**src/verilog/dlrm_pkg.sv**
```systemverilog
// Shared constants for the latency, refresh and mode register link.
package dlrm_pkg;
    // Mode register addresses.
    localparam logic [5:0] ADDR_LAT = 6'h02;
    localparam logic [5:0] ADDR_IO = 6'h03;
    localparam logic [5:0] ADDR_RT = 6'h04;
    localparam logic [5:0] ADDR_SPC = 6'h0D;
    // io_config_mode field positions.
    localparam int IO_PUCAL = 0;
    localparam int IO_WRPST = 1;
    localparam int IO_REPAIR_PROTECTION_BIT = 2;
    localparam int IO_PULLDOWN_DRIVE_STRENGTH_LO = 3;
    localparam int IO_DBIRD = 6;
    localparam int IO_DBIWR = 7;
    // refresh_thermal_mode field positions.
    localparam int RT_SRA = 3;
    localparam int RT_REPAIR_ENTRY_BIT = 4;
    localparam int RT_OFS_LO = 5;
    localparam int RT_TUF = 7;
    localparam logic [7:0] RT_WR_MASK = 8'h78;
    // latency_mode_reg and set_point_control_reg fields.
    localparam int LAT_WLS = 6;
    localparam int SPC_WSP = 6;
    localparam int SPC_OSP = 7;
    // Reset values, rate codes, density limits and the BL32 extra count.
    localparam logic [7:0] IO_RESET = 8'h31;
    localparam logic [7:0] LAT_RESET = 8'h00;
    localparam logic [7:0] SPC_RESET = 8'h00;
    localparam logic [2:0] RATE_RESET = 3'h3;
    localparam logic [2:0] RATE_DERATE = 3'h6;
    localparam logic [2:0] RATE_BAD_LO = 3'h0;
    localparam logic [2:0] RATE_BAD_HI = 3'h7;
    localparam int DENSITY_DEFAULT = 32;
    localparam int SRA_MIN_DENSITY = 12;
    localparam logic [5:0] BL32_EXTRA = 6'h08;
    // Latency table, one entry per frequency band.
    localparam int LAT_ROWS = 7;
    localparam logic [2:0] LAT_TOP = 3'h6;
    localparam logic [7:0] RL_PLAIN [LAT_ROWS] =
        '{8'h06, 8'h0A, 8'h0E, 8'h14, 8'h18, 8'h1C, 8'h20};
    localparam logic [7:0] RL_INV [LAT_ROWS] =
        '{8'h06, 8'h0C, 8'h10, 8'h16, 8'h1C, 8'h20, 8'h24};
    localparam logic [7:0] WL_A [LAT_ROWS] =
        '{8'h04, 8'h06, 8'h08, 8'h0A, 8'h0C, 8'h0E, 8'h10};
    localparam logic [7:0] WL_B [LAT_ROWS] =
        '{8'h04, 8'h08, 8'h0C, 8'h12, 8'h16, 8'h1A, 8'h1E};
    localparam logic [5:0] NWR_TBL [LAT_ROWS] =
        '{6'h06, 6'h0A, 6'h10, 6'h14, 6'h18, 6'h1E, 6'h22};
    localparam logic [5:0] READ_TO_PRECHARGE_COUNT_TBL [LAT_ROWS] =
        '{6'h08, 6'h08, 6'h08, 6'h08, 6'h0A, 6'h0C, 6'h0E};
    localparam logic [10:0] FREQ_LO [LAT_ROWS] =
        '{11'h00A, 11'h10A, 11'h215, 11'h320, 11'h42A, 11'h535, 11'h640};
    localparam logic [10:0] FREQ_HI [LAT_ROWS] =
        '{11'h10A, 11'h215, 11'h320, 11'h42A, 11'h535, 11'h640, 11'h74A};
    // Controller APB register offsets and fields.
    localparam logic [7:0] APB_CMD = 8'h00;
    localparam logic [7:0] APB_LAT = 8'h04;
    localparam logic [7:0] APB_FREQ = 8'h08;
    localparam logic [7:0] APB_BURST = 8'h0C;
    localparam logic [7:0] APB_REFR = 8'h10;
    localparam logic [7:0] APB_CAL = 8'h14;
    localparam int CMD_WR = 16;
    localparam int CMD_BUSY = 31;
    localparam int LAT_DBI = 3;
    localparam int LAT_WLB = 4;
    localparam int LAT_BAD = 16;
    localparam int BUR_WR = 0;
    localparam int BUR_AP = 1;
    localparam int BUR_32 = 2;
    localparam int REF_UNSAFE = 16;
    localparam logic [15:0] REFI_BASE_DEFAULT = 16'h0F3C;
endpackage
```
**src/verilog/dlrm_if.sv**
```systemverilog
// Mode register command link between controller and memory channel.
`timescale 1ns/1ps
interface dlrm_if;
    logic cmdValid;
    logic cmdWrite;
    logic [5:0] cmdAddr;
    logic [7:0] cmdData;
    logic rdValid;
    logic [7:0] rdData;
    logic burstEnd;
    logic burstWrite;
    logic burstAp;
    logic burst32;
    modport dev (
        input cmdValid, cmdWrite, cmdAddr, cmdData,
        input burstEnd, burstWrite, burstAp, burst32,
        output rdValid, rdData
    );
    modport ctl (
        output cmdValid, cmdWrite, cmdAddr, cmdData,
        output burstEnd, burstWrite, burstAp, burst32,
        input rdValid, rdData
    );
endinterface

```
**src/verilog/dlrm_device.sv**
```systemverilog
// Memory channel end: mode registers, set points and auto-precharge timing.
`timescale 1ns/1ps
module dlrm_device #(
    parameter int DENSITY_GB = dlrm_pkg::DENSITY_DEFAULT
) (
    input wire logic mclk,
    input wire logic sys_rst,
    dlrm_if.dev link,
    input wire logic [2:0] sensorRate,
    input wire logic sensorDerate,
    input wire logic initDone,
    output logic pullupCal,
    output logic wrPostLong,
    output logic [2:0] pulldownDrive,
    output logic readInvEn,
    output logic writeInvEn,
    output logic wlSetB,
    output logic repairProtect,
    output logic repairMode,
    output logic srAbortEn,
    output logic [1:0] thermalOffset,
    output logic prechargeStart
);
    import dlrm_pkg::*;

    logic [7:0] ioCopy_q [2];
    logic [7:0] latCopy_q [2];
    logic [7:0] spc_q;
    logic pucal_q;
    logic repair_protection_bit_q;
    logic [2:0] rate_q;
    logic [2:0] rate_d;
    logic [2:0] lastRate_q;
    logic tuf_q;
    logic repair_entry_bit_q;
    logic sra_q;
    logic [1:0] ofs_q;
    logic [5:0] apCnt_q;
    logic apBusy_q;
    logic rdValid_q;
    logic [7:0] rdData_q;
    logic wsp;
    logic osp;
    logic isWr;
    logic isRd;
    logic [2:0] row;
    logic [7:0] rtRead;

    assign wsp = spc_q[SPC_WSP];
    assign osp = spc_q[SPC_OSP];
    assign isWr = link.cmdValid && link.cmdWrite;
    assign isRd = link.cmdValid && !link.cmdWrite;
    assign row = (latCopy_q[osp][2:0] > LAT_TOP) ? LAT_TOP :
        latCopy_q[osp][2:0];
    // A change not yet folded into the flag is still reported as one.
    assign rtRead = {tuf_q || (rate_q != lastRate_q), ofs_q, repair_entry_bit_q, sra_q,
        rate_q};

    always_ff @(posedge mclk) begin
        if (sys_rst) begin
            spc_q <= SPC_RESET;
        end else if (isWr && link.cmdAddr == ADDR_SPC) begin
            spc_q <= link.cmdData;
        end
    end

    // Only the copy picked by the write set point is touched.
    always_ff @(posedge mclk) begin
        if (sys_rst) begin
            ioCopy_q[0] <= IO_RESET;
            ioCopy_q[1] <= IO_RESET;
            latCopy_q[0] <= LAT_RESET;
            latCopy_q[1] <= LAT_RESET;
        end else if (isWr && link.cmdAddr == ADDR_IO) begin
            ioCopy_q[wsp] <= link.cmdData;
        end else if (isWr && link.cmdAddr == ADDR_LAT) begin
            latCopy_q[wsp] <= link.cmdData;
        end
    end

    // The pull-up point and protection bit have a single copy each.
    always_ff @(posedge mclk) begin
        if (sys_rst) begin
            pucal_q <= IO_RESET[IO_PUCAL];
        end else if (isWr && link.cmdAddr == ADDR_IO) begin
            pucal_q <= link.cmdData[IO_PUCAL];
        end
    end

    // Software can never clear protection; only reset does.
    always_ff @(posedge mclk) begin
        if (sys_rst) begin
            repair_protection_bit_q <= IO_RESET[IO_REPAIR_PROTECTION_BIT];
        end else if (isWr && link.cmdAddr == ADDR_IO &&
                     link.cmdData[IO_REPAIR_PROTECTION_BIT]) begin
            repair_protection_bit_q <= 1'b1;
        end
    end

    // Writable bits of the refresh register; the rest are dropped.
    always_ff @(posedge mclk) begin
        if (sys_rst) begin
            repair_entry_bit_q <= 1'b0;
            sra_q <= 1'b0;
            ofs_q <= 2'h0;
        end else if (isWr && link.cmdAddr == ADDR_RT) begin
            sra_q <= link.cmdData[RT_SRA];
            ofs_q <= link.cmdData[RT_OFS_LO +: 2];
            if (!(repair_protection_bit_q && link.cmdData[RT_REPAIR_ENTRY_BIT])) begin
                repair_entry_bit_q <= link.cmdData[RT_REPAIR_ENTRY_BIT];
            end
        end
    end

    // Derating takes over the reported code when the sensor asks.
    always_comb begin
        rate_d = rate_q;
        if (initDone) begin
            rate_d = sensorDerate ? RATE_DERATE : sensorRate;
        end
    end

    always_ff @(posedge mclk) begin
        if (sys_rst) begin
            rate_q <= RATE_RESET;
        end else begin
            rate_q <= rate_d;
        end
    end

    // A change landing in the read cycle sets the flag again.
    always_ff @(posedge mclk) begin
        if (sys_rst) begin
            tuf_q <= 1'b0;
            lastRate_q <= RATE_RESET;
        end else if (isRd && link.cmdAddr == ADDR_RT) begin
            lastRate_q <= rate_q;
            tuf_q <= (rate_d != rate_q);
        end else if (rate_q != lastRate_q) begin
            tuf_q <= 1'b1;
        end
    end

    always_ff @(posedge mclk) begin
        if (sys_rst) begin
            rdValid_q <= 1'b0;
            rdData_q <= 8'h00;
        end else begin
            rdValid_q <= isRd;
            if (isRd) begin
                unique case (link.cmdAddr)
                    ADDR_IO: rdData_q <= {ioCopy_q[wsp][7:3], repair_protection_bit_q,
                        ioCopy_q[wsp][IO_WRPST], pucal_q};
                    ADDR_LAT: rdData_q <= latCopy_q[wsp];
                    ADDR_RT: rdData_q <= rtRead;
                    ADDR_SPC: rdData_q <= spc_q;
                    default: rdData_q <= 8'h00;
                endcase
            end
        end
    end

    assign link.rdValid = rdValid_q;
    assign link.rdData = rdData_q;

    // The counter restarts on each new auto-precharge burst.
    always_ff @(posedge mclk) begin
        if (sys_rst) begin
            apCnt_q <= 6'h00;
            apBusy_q <= 1'b0;
            prechargeStart <= 1'b0;
        end else begin
            prechargeStart <= 1'b0;
            if (link.burstEnd && link.burstAp) begin
                apBusy_q <= 1'b1;
                if (link.burstWrite) begin
                    apCnt_q <= NWR_TBL[row];
                end else if (link.burst32) begin
                    apCnt_q <= READ_TO_PRECHARGE_COUNT_TBL[row] + BL32_EXTRA;
                end else begin
                    apCnt_q <= READ_TO_PRECHARGE_COUNT_TBL[row];
                end
            end else if (apBusy_q) begin
                apCnt_q <= apCnt_q - 6'h01;
                if (apCnt_q == 6'h01) begin
                    apBusy_q <= 1'b0;
                    prechargeStart <= 1'b1;
                end
            end
        end
    end

    // Settings seen by the channel come from the operating copy only.
    always_ff @(posedge mclk) begin
        if (sys_rst) begin
            wrPostLong <= IO_RESET[IO_WRPST];
            pulldownDrive <= IO_RESET[IO_PULLDOWN_DRIVE_STRENGTH_LO +: 3];
            readInvEn <= IO_RESET[IO_DBIRD];
            writeInvEn <= IO_RESET[IO_DBIWR];
            wlSetB <= LAT_RESET[LAT_WLS];
        end else begin
            wrPostLong <= ioCopy_q[osp][IO_WRPST];
            pulldownDrive <= ioCopy_q[osp][IO_PULLDOWN_DRIVE_STRENGTH_LO +: 3];
            readInvEn <= ioCopy_q[osp][IO_DBIRD];
            writeInvEn <= ioCopy_q[osp][IO_DBIWR];
            wlSetB <= latCopy_q[osp][LAT_WLS];
        end
    end

    // Smaller dies have no abort feature, so the bit is held off.
    always_ff @(posedge mclk) begin
        if (sys_rst) begin
            pullupCal <= IO_RESET[IO_PUCAL];
            repairProtect <= 1'b0;
            repairMode <= 1'b0;
            srAbortEn <= 1'b0;
            thermalOffset <= 2'h0;
        end else begin
            pullupCal <= pucal_q;
            repairProtect <= repair_protection_bit_q;
            repairMode <= repair_entry_bit_q;
            srAbortEn <= sra_q && (DENSITY_GB >= SRA_MIN_DENSITY);
            thermalOffset <= ofs_q;
        end
    end
endmodule // dlrm_device

```
**src/flat_wrapper.sv**
```systemverilog
// flat-port wrapper written by rule: the top's interface ports become plain ports
module dlrm_device_flat import dlrm_pkg::*;
#(
    parameter int DENSITY_GB = dlrm_pkg::DENSITY_DEFAULT
)
  (mclk, sys_rst, sensorRate, sensorDerate, initDone, pullupCal, wrPostLong, pulldownDrive, readInvEn, writeInvEn, wlSetB, repairProtect, repairMode, srAbortEn, thermalOffset, prechargeStart, link_cmdValid, link_cmdWrite, link_cmdAddr, link_cmdData, link_burstEnd, link_burstWrite, link_burstAp, link_burst32, link_rdValid, link_rdData);
  dlrm_if link_i ();
  input wire logic mclk;
  input wire logic sys_rst;
  input wire logic [2:0] sensorRate;
  input wire logic sensorDerate;
  input wire logic initDone;
  output logic pullupCal;
  output logic wrPostLong;
  output logic [2:0] pulldownDrive;
  output logic readInvEn;
  output logic writeInvEn;
  output logic wlSetB;
  output logic repairProtect;
  output logic repairMode;
  output logic srAbortEn;
  output logic [1:0] thermalOffset;
  output logic prechargeStart;
  input wire logic [$bits(link_i.cmdValid)-1:0] link_cmdValid;
  input wire logic [$bits(link_i.cmdWrite)-1:0] link_cmdWrite;
  input wire logic [$bits(link_i.cmdAddr)-1:0] link_cmdAddr;
  input wire logic [$bits(link_i.cmdData)-1:0] link_cmdData;
  input wire logic [$bits(link_i.burstEnd)-1:0] link_burstEnd;
  input wire logic [$bits(link_i.burstWrite)-1:0] link_burstWrite;
  input wire logic [$bits(link_i.burstAp)-1:0] link_burstAp;
  input wire logic [$bits(link_i.burst32)-1:0] link_burst32;
  output wire logic [$bits(link_i.rdValid)-1:0] link_rdValid;
  output wire logic [$bits(link_i.rdData)-1:0] link_rdData;
  assign link_i.cmdValid = link_cmdValid;
  assign link_i.cmdWrite = link_cmdWrite;
  assign link_i.cmdAddr = link_cmdAddr;
  assign link_i.cmdData = link_cmdData;
  assign link_i.burstEnd = link_burstEnd;
  assign link_i.burstWrite = link_burstWrite;
  assign link_i.burstAp = link_burstAp;
  assign link_i.burst32 = link_burst32;
  assign link_rdValid = link_i.rdValid;
  assign link_rdData = link_i.rdData;
  dlrm_device #(.DENSITY_GB(DENSITY_GB)) u_core (.mclk(mclk), .sys_rst(sys_rst), .link(link_i), .sensorRate(sensorRate), .sensorDerate(sensorDerate), .initDone(initDone), .pullupCal(pullupCal), .wrPostLong(wrPostLong), .pulldownDrive(pulldownDrive), .readInvEn(readInvEn), .writeInvEn(writeInvEn), .wlSetB(wlSetB), .repairProtect(repairProtect), .repairMode(repairMode), .srAbortEn(srAbortEn), .thermalOffset(thermalOffset), .prechargeStart(prechargeStart));
endmodule
```
**config.mk**
```make
export PLATFORM = sky130hd
export DESIGN_NAME = dlrm_device_flat
export DESIGN_NICKNAME = d
export VERILOG_FILES = /design/src/verilog/dlrm_pkg.sv /design/src/verilog/dlrm_if.sv /design/src/verilog/dlrm_device.sv /design/src/flat_wrapper.sv
export SDC_FILE = /design/constraint.sdc
export NUM_CORES = 1
export LEC_CHECK = 0
export ABC_CLOCK_PERIOD_IN_PS = 4200
export CORE_MARGIN = 1
export CORE_UTILIZATION = 40
export CTS_CLUSTER_SIZE = 10
export DETAILED_ROUTE_END_ITERATION = 8
export DONT_BUFFER_PORTS = 1
export GPL_TIMING_DRIVEN = 0
export SLEW_MARGIN = 10
export SYNTH_ARGS = -nofsm -noshare
export SYNTH_HDL_FRONTEND = slang
export SYNTH_SLANG_ARGS = --single-unit
export TNS_END_PERCENT = 10
```
**constraint.sdc**
```tcl
create_clock -name mclk -period 4.2 [get_ports mclk]
set_clock_uncertainty 0.05 [all_clocks]
set_input_delay 0.21 -clock mclk [delete_from_list [all_inputs] [get_ports mclk]]
set_output_delay 0.21 -clock mclk [all_outputs]
set_load 0.02 [all_outputs]
```
==> flow_summary.json <==
{
  "synthTopCellsByArea": "dfxtp_1 28%, edfxtp_1 23%, mux2i_1 5.4%",
  "num_antenna_cells": 0,
  "synth_top_area_share": 0.285,
  "ctsResizeCount": 0,
  "powerDensity_nw_per_um2": 367,
  "tightest_slew_ps": 1130,
  "design.portCount": 50,
  "cts_setup_buffers": 0,
  "ff2ff_setup_slack_ps": 1830,
  "crit_type": "flip-flop to flip-flop",
  "drt-initial-drc-count": 211,
  "status": "finished, violations left",
  "syn_area_per_cell_sq_um": 10.7,
  "rr_endpoint": "u_core.apCnt_q[3]",
  "area_growth_pct": 14.3,
  "synth_nets": 381,
  "cts_sinks": 81,
  "critPathLaunchType": "flip-flop",
  "yosys.cell_types.count": 54,
  "synth_warnings": 0,
  "vias_per_cell": 5.52,
  "slew_violations": 0,
  "critical_path.max_fanout": 8,
  "core_sq_um": 8850,
  "r2r_cells": 8,
  "start_util": 0.421,
  "violations": "design-rule violations",
  "synth_edf_count": 28,
  "rows": 34,
  "routedWlPerCell_microns": 18.4,
  "timing.final.hold_violations": 0,
  "wl_microns": 9030,
  "placed_area_sq_um": 3860,
  "wl_met1_microns": 4260,
  "top_layer": "met4",
  "cap_viol_max_count": 0,
  "layout.nets": 411,
  "irDropWorstVdd_uv": 194,
  "layout_min_cycle_time_ps": 2370,
  "clockBufferDepth": 2,
  "synth_area_leader_cell": "dfxtp_1",
  "setup_viol": 0,
  "track_usage": 0.193,
  "die_area_sq_um": 9700,
  "insertion_delay_ps": 350,
  "holdCritPathClass": "primary input to flip-flop",
  "post-route-period-util": 0.565,
  "cp.arrival_ps": 2620,
  "drcViolationCount": 4,
  "wl_met2_microns": 4020,
  "dp_hpwl_microns": 6240,
  "die_width_microns": 98.5,
  "num_vias": 2715,
  "dpl_worst_slack_ps": 1890,
  "ys_ff_latch": 81,
  "htreeDepth": 3,
  "p_leak_nw": 1.51,
  "grt_max_degree": 15,
  "endpoint": "u_core.apCnt_q[3]",
  "grt_pass1_vias": 2603,
  "die_y_microns": 98.5,
  "worst_slack_ps": 1830,
  "max-slew-margin-rel": 0.241,
  "grt_antenna_before_repair": 0,
  "clkTransAtPathRegs_ps": 80,
  "place_congestion": 0.867,
  "fmax_mhz": 421,
  "synth_cells": 349,
  "ys_seq_area_frac": 0.511,
  "tns_ps": 0,
  "rsz0062_at_grt": "no",
  "worstPathRequired_ps": 4440,
  "cts_inserted_buffers": 9,
  "postRouteAntennaNets": 0,
  "port_buffers": 0,
  "cts_tree": "done",
  "ys.flop_type": "dfxtp_1",
  "cts-root-buf": "clkbuf_8",
  "grt_overflow": 0,
  "drive_gt1_frac": 0.122,
  "end_kind": "flip-flop",
  "async_flop_share": 0,
  "final_cell_area_sq_um": 4260,
  "first_pass_iters": 6,
  "syn-cell-area_sq_um": 3720,
  "met3_length_microns": 553,
  "grt_pass1_wl_microns": 14000
}
[cell families after synthesis]
| group | Yosys count | synth area share |
|---|---|---|
| and+or+nand+nor | 130 | 0.198 |
| DFF | 81 | 0.511 |
| AOI/OAI and AO/OA | 58 | 0.117 |
| muxes | 35 | 0.0991 |
| buffers and inverters | 29 | 0.0336 |
| xor gates and xnor gates | 11 | 0.0259 |
| adders and majority gates | 5 | 0.0168 |
[flip-flops by register name (all words and copies together), names as in the netlist, 2 cells and up, named ones only]
| register | flops |
|---|---|
| u_core.pulldownDrive | 3 |
| u_core.ioCopy_q | 12 |
| u_core.spc_q | 8 |
| u_core.latCopy_q | 16 |
| u_core.link.rdData | 8 |
| u_core.apCnt_q | 6 |
| u_core.ofs_q | 2 |
| u_core.lastRate_q | 3 |
| u_core.rate_q | 3 |
| u_core.thermalOffset | 2 |
[layer usage]
| metal | up-vias | global-route usage |
|---|---|---|
| li1 | 1330 | - |
| met1 | 1298 | 0.263 |
| met2 | 73 | 0.292 |
| met3 | 14 | 0.0468 |
| met4 | 0 | 0.0850 |
| met5 | - | 0 |
[synthesized netlist by cell type (2+ instances only)]
cell and count:
mux2_2 15, nor3_1 7, edfxtp_1 28, o22a_1 3
nor4b_1 3, xnor2_1 4, nor2b_1 9, clkbuf_1 16
dfxtp_1 53, ha_1 5, nand2b_1 7, a31oi_1 2
mux2i_1 20, or4_1 4, inv_1 8, and2_1 25
and3b_1 2, or2_2 6, xor2_1 7, a32oi_1 6
a21oi_1 7, a22oi_1 15, buf_6 2, nand3b_1 4
a211oi_1 5, nor2_1 25, a222oi_1 2, o2111ai_1 2
and3_1 2, nor4_1 2, o21ai_0 6, nand2_1 25
[stage by stage]
stage / hold WS [ps] / std cells / util / total power [mW]
floorplan: 256 / 349 / - / 0.951
global placement: 257 / 457 / 0.436 / 0.977
detailed placement: 282 / 457 / 0.436 / 0.980
CTS: 0.0500 / 487 / 0.476 / 1.57
global route: 1.35 / 492 / 0.481 / 1.63
finish: 12.5 / 492 / 0.481 / 1.56
[cells in the final DEF (no fill, tap or decap), drive strengths merged, types with 7 or more instances in the layout]
master | synthesis | layout
nor2b | 9 | 9
nand2 | 25 | 25
nor3 | 9 | 9
a22oi | 15 | 15
inv | 8 | 10
xor2 | 7 | 7
nor2 | 27 | 27
and2 | 25 | 25
edfxtp | 28 | 28
a21oi | 7 | 7
dlygate4sd3 | 0 | 19
clkbuf | 16 | 28
dfxtp | 53 | 53
nand2b | 7 | 7
mux2 | 15 | 15
mux2i | 20 | 20
[final cells by class]
cell class | count | area (sq um)
Clock inverter | 4 | 30.0
Clock buffer | 12 | 178
Inverter | 9 | 33.8
Fill cell | 844 | 4590
Sequential cell | 81 | 1900
Multi-Input combinational cell | 239 | 1700
Tap cell | 108 | 135
Timing Repair Buffer | 19 | 190
Buffer | 20 | 91.3
[power by group]
group | switching [mW] | internal, mW
sequential | 0.0212 | 0.834
clock | 0.293 | 0.290
combinational | 0.0701 | 0.0542
total | 0.384 | 1.18
[worst min path at each step]
stage                         start                      to  slack (ps)  depth (start not counted)
floorplan                  initDone        u_core.rate_q[2]         260                          1
global placement           initDone        u_core.rate_q[2]         260                          1
detailed placement         initDone        u_core.rate_q[2]         280                          1
CTS                 link_cmdData[6]   u_core.ioCopy_q[1][6]        0.05                          1
global route        link_cmdData[0]  u_core.latCopy_q[0][0]           1                          1
finish              link_cmdData[3]  u_core.latCopy_q[0][3]          10                          1
[worst max-delay path, cell delays in order (launching register included)]
cell	delay, ps
dfxtp_1	320
clkbuf_1	320
mux2i_1	340
inv_1	150
ha_1	240
inv_1	110
a211oi_1	90
a2111oi_0	450
o221a_2	260
[repair_timing]
action                                 CTS  global route
setup endpoints to repair                0             0
endpoints found under the hold margin   25             7
hold buffers                            14             5
No activity file was read; power rests on OpenSTA's default activity.
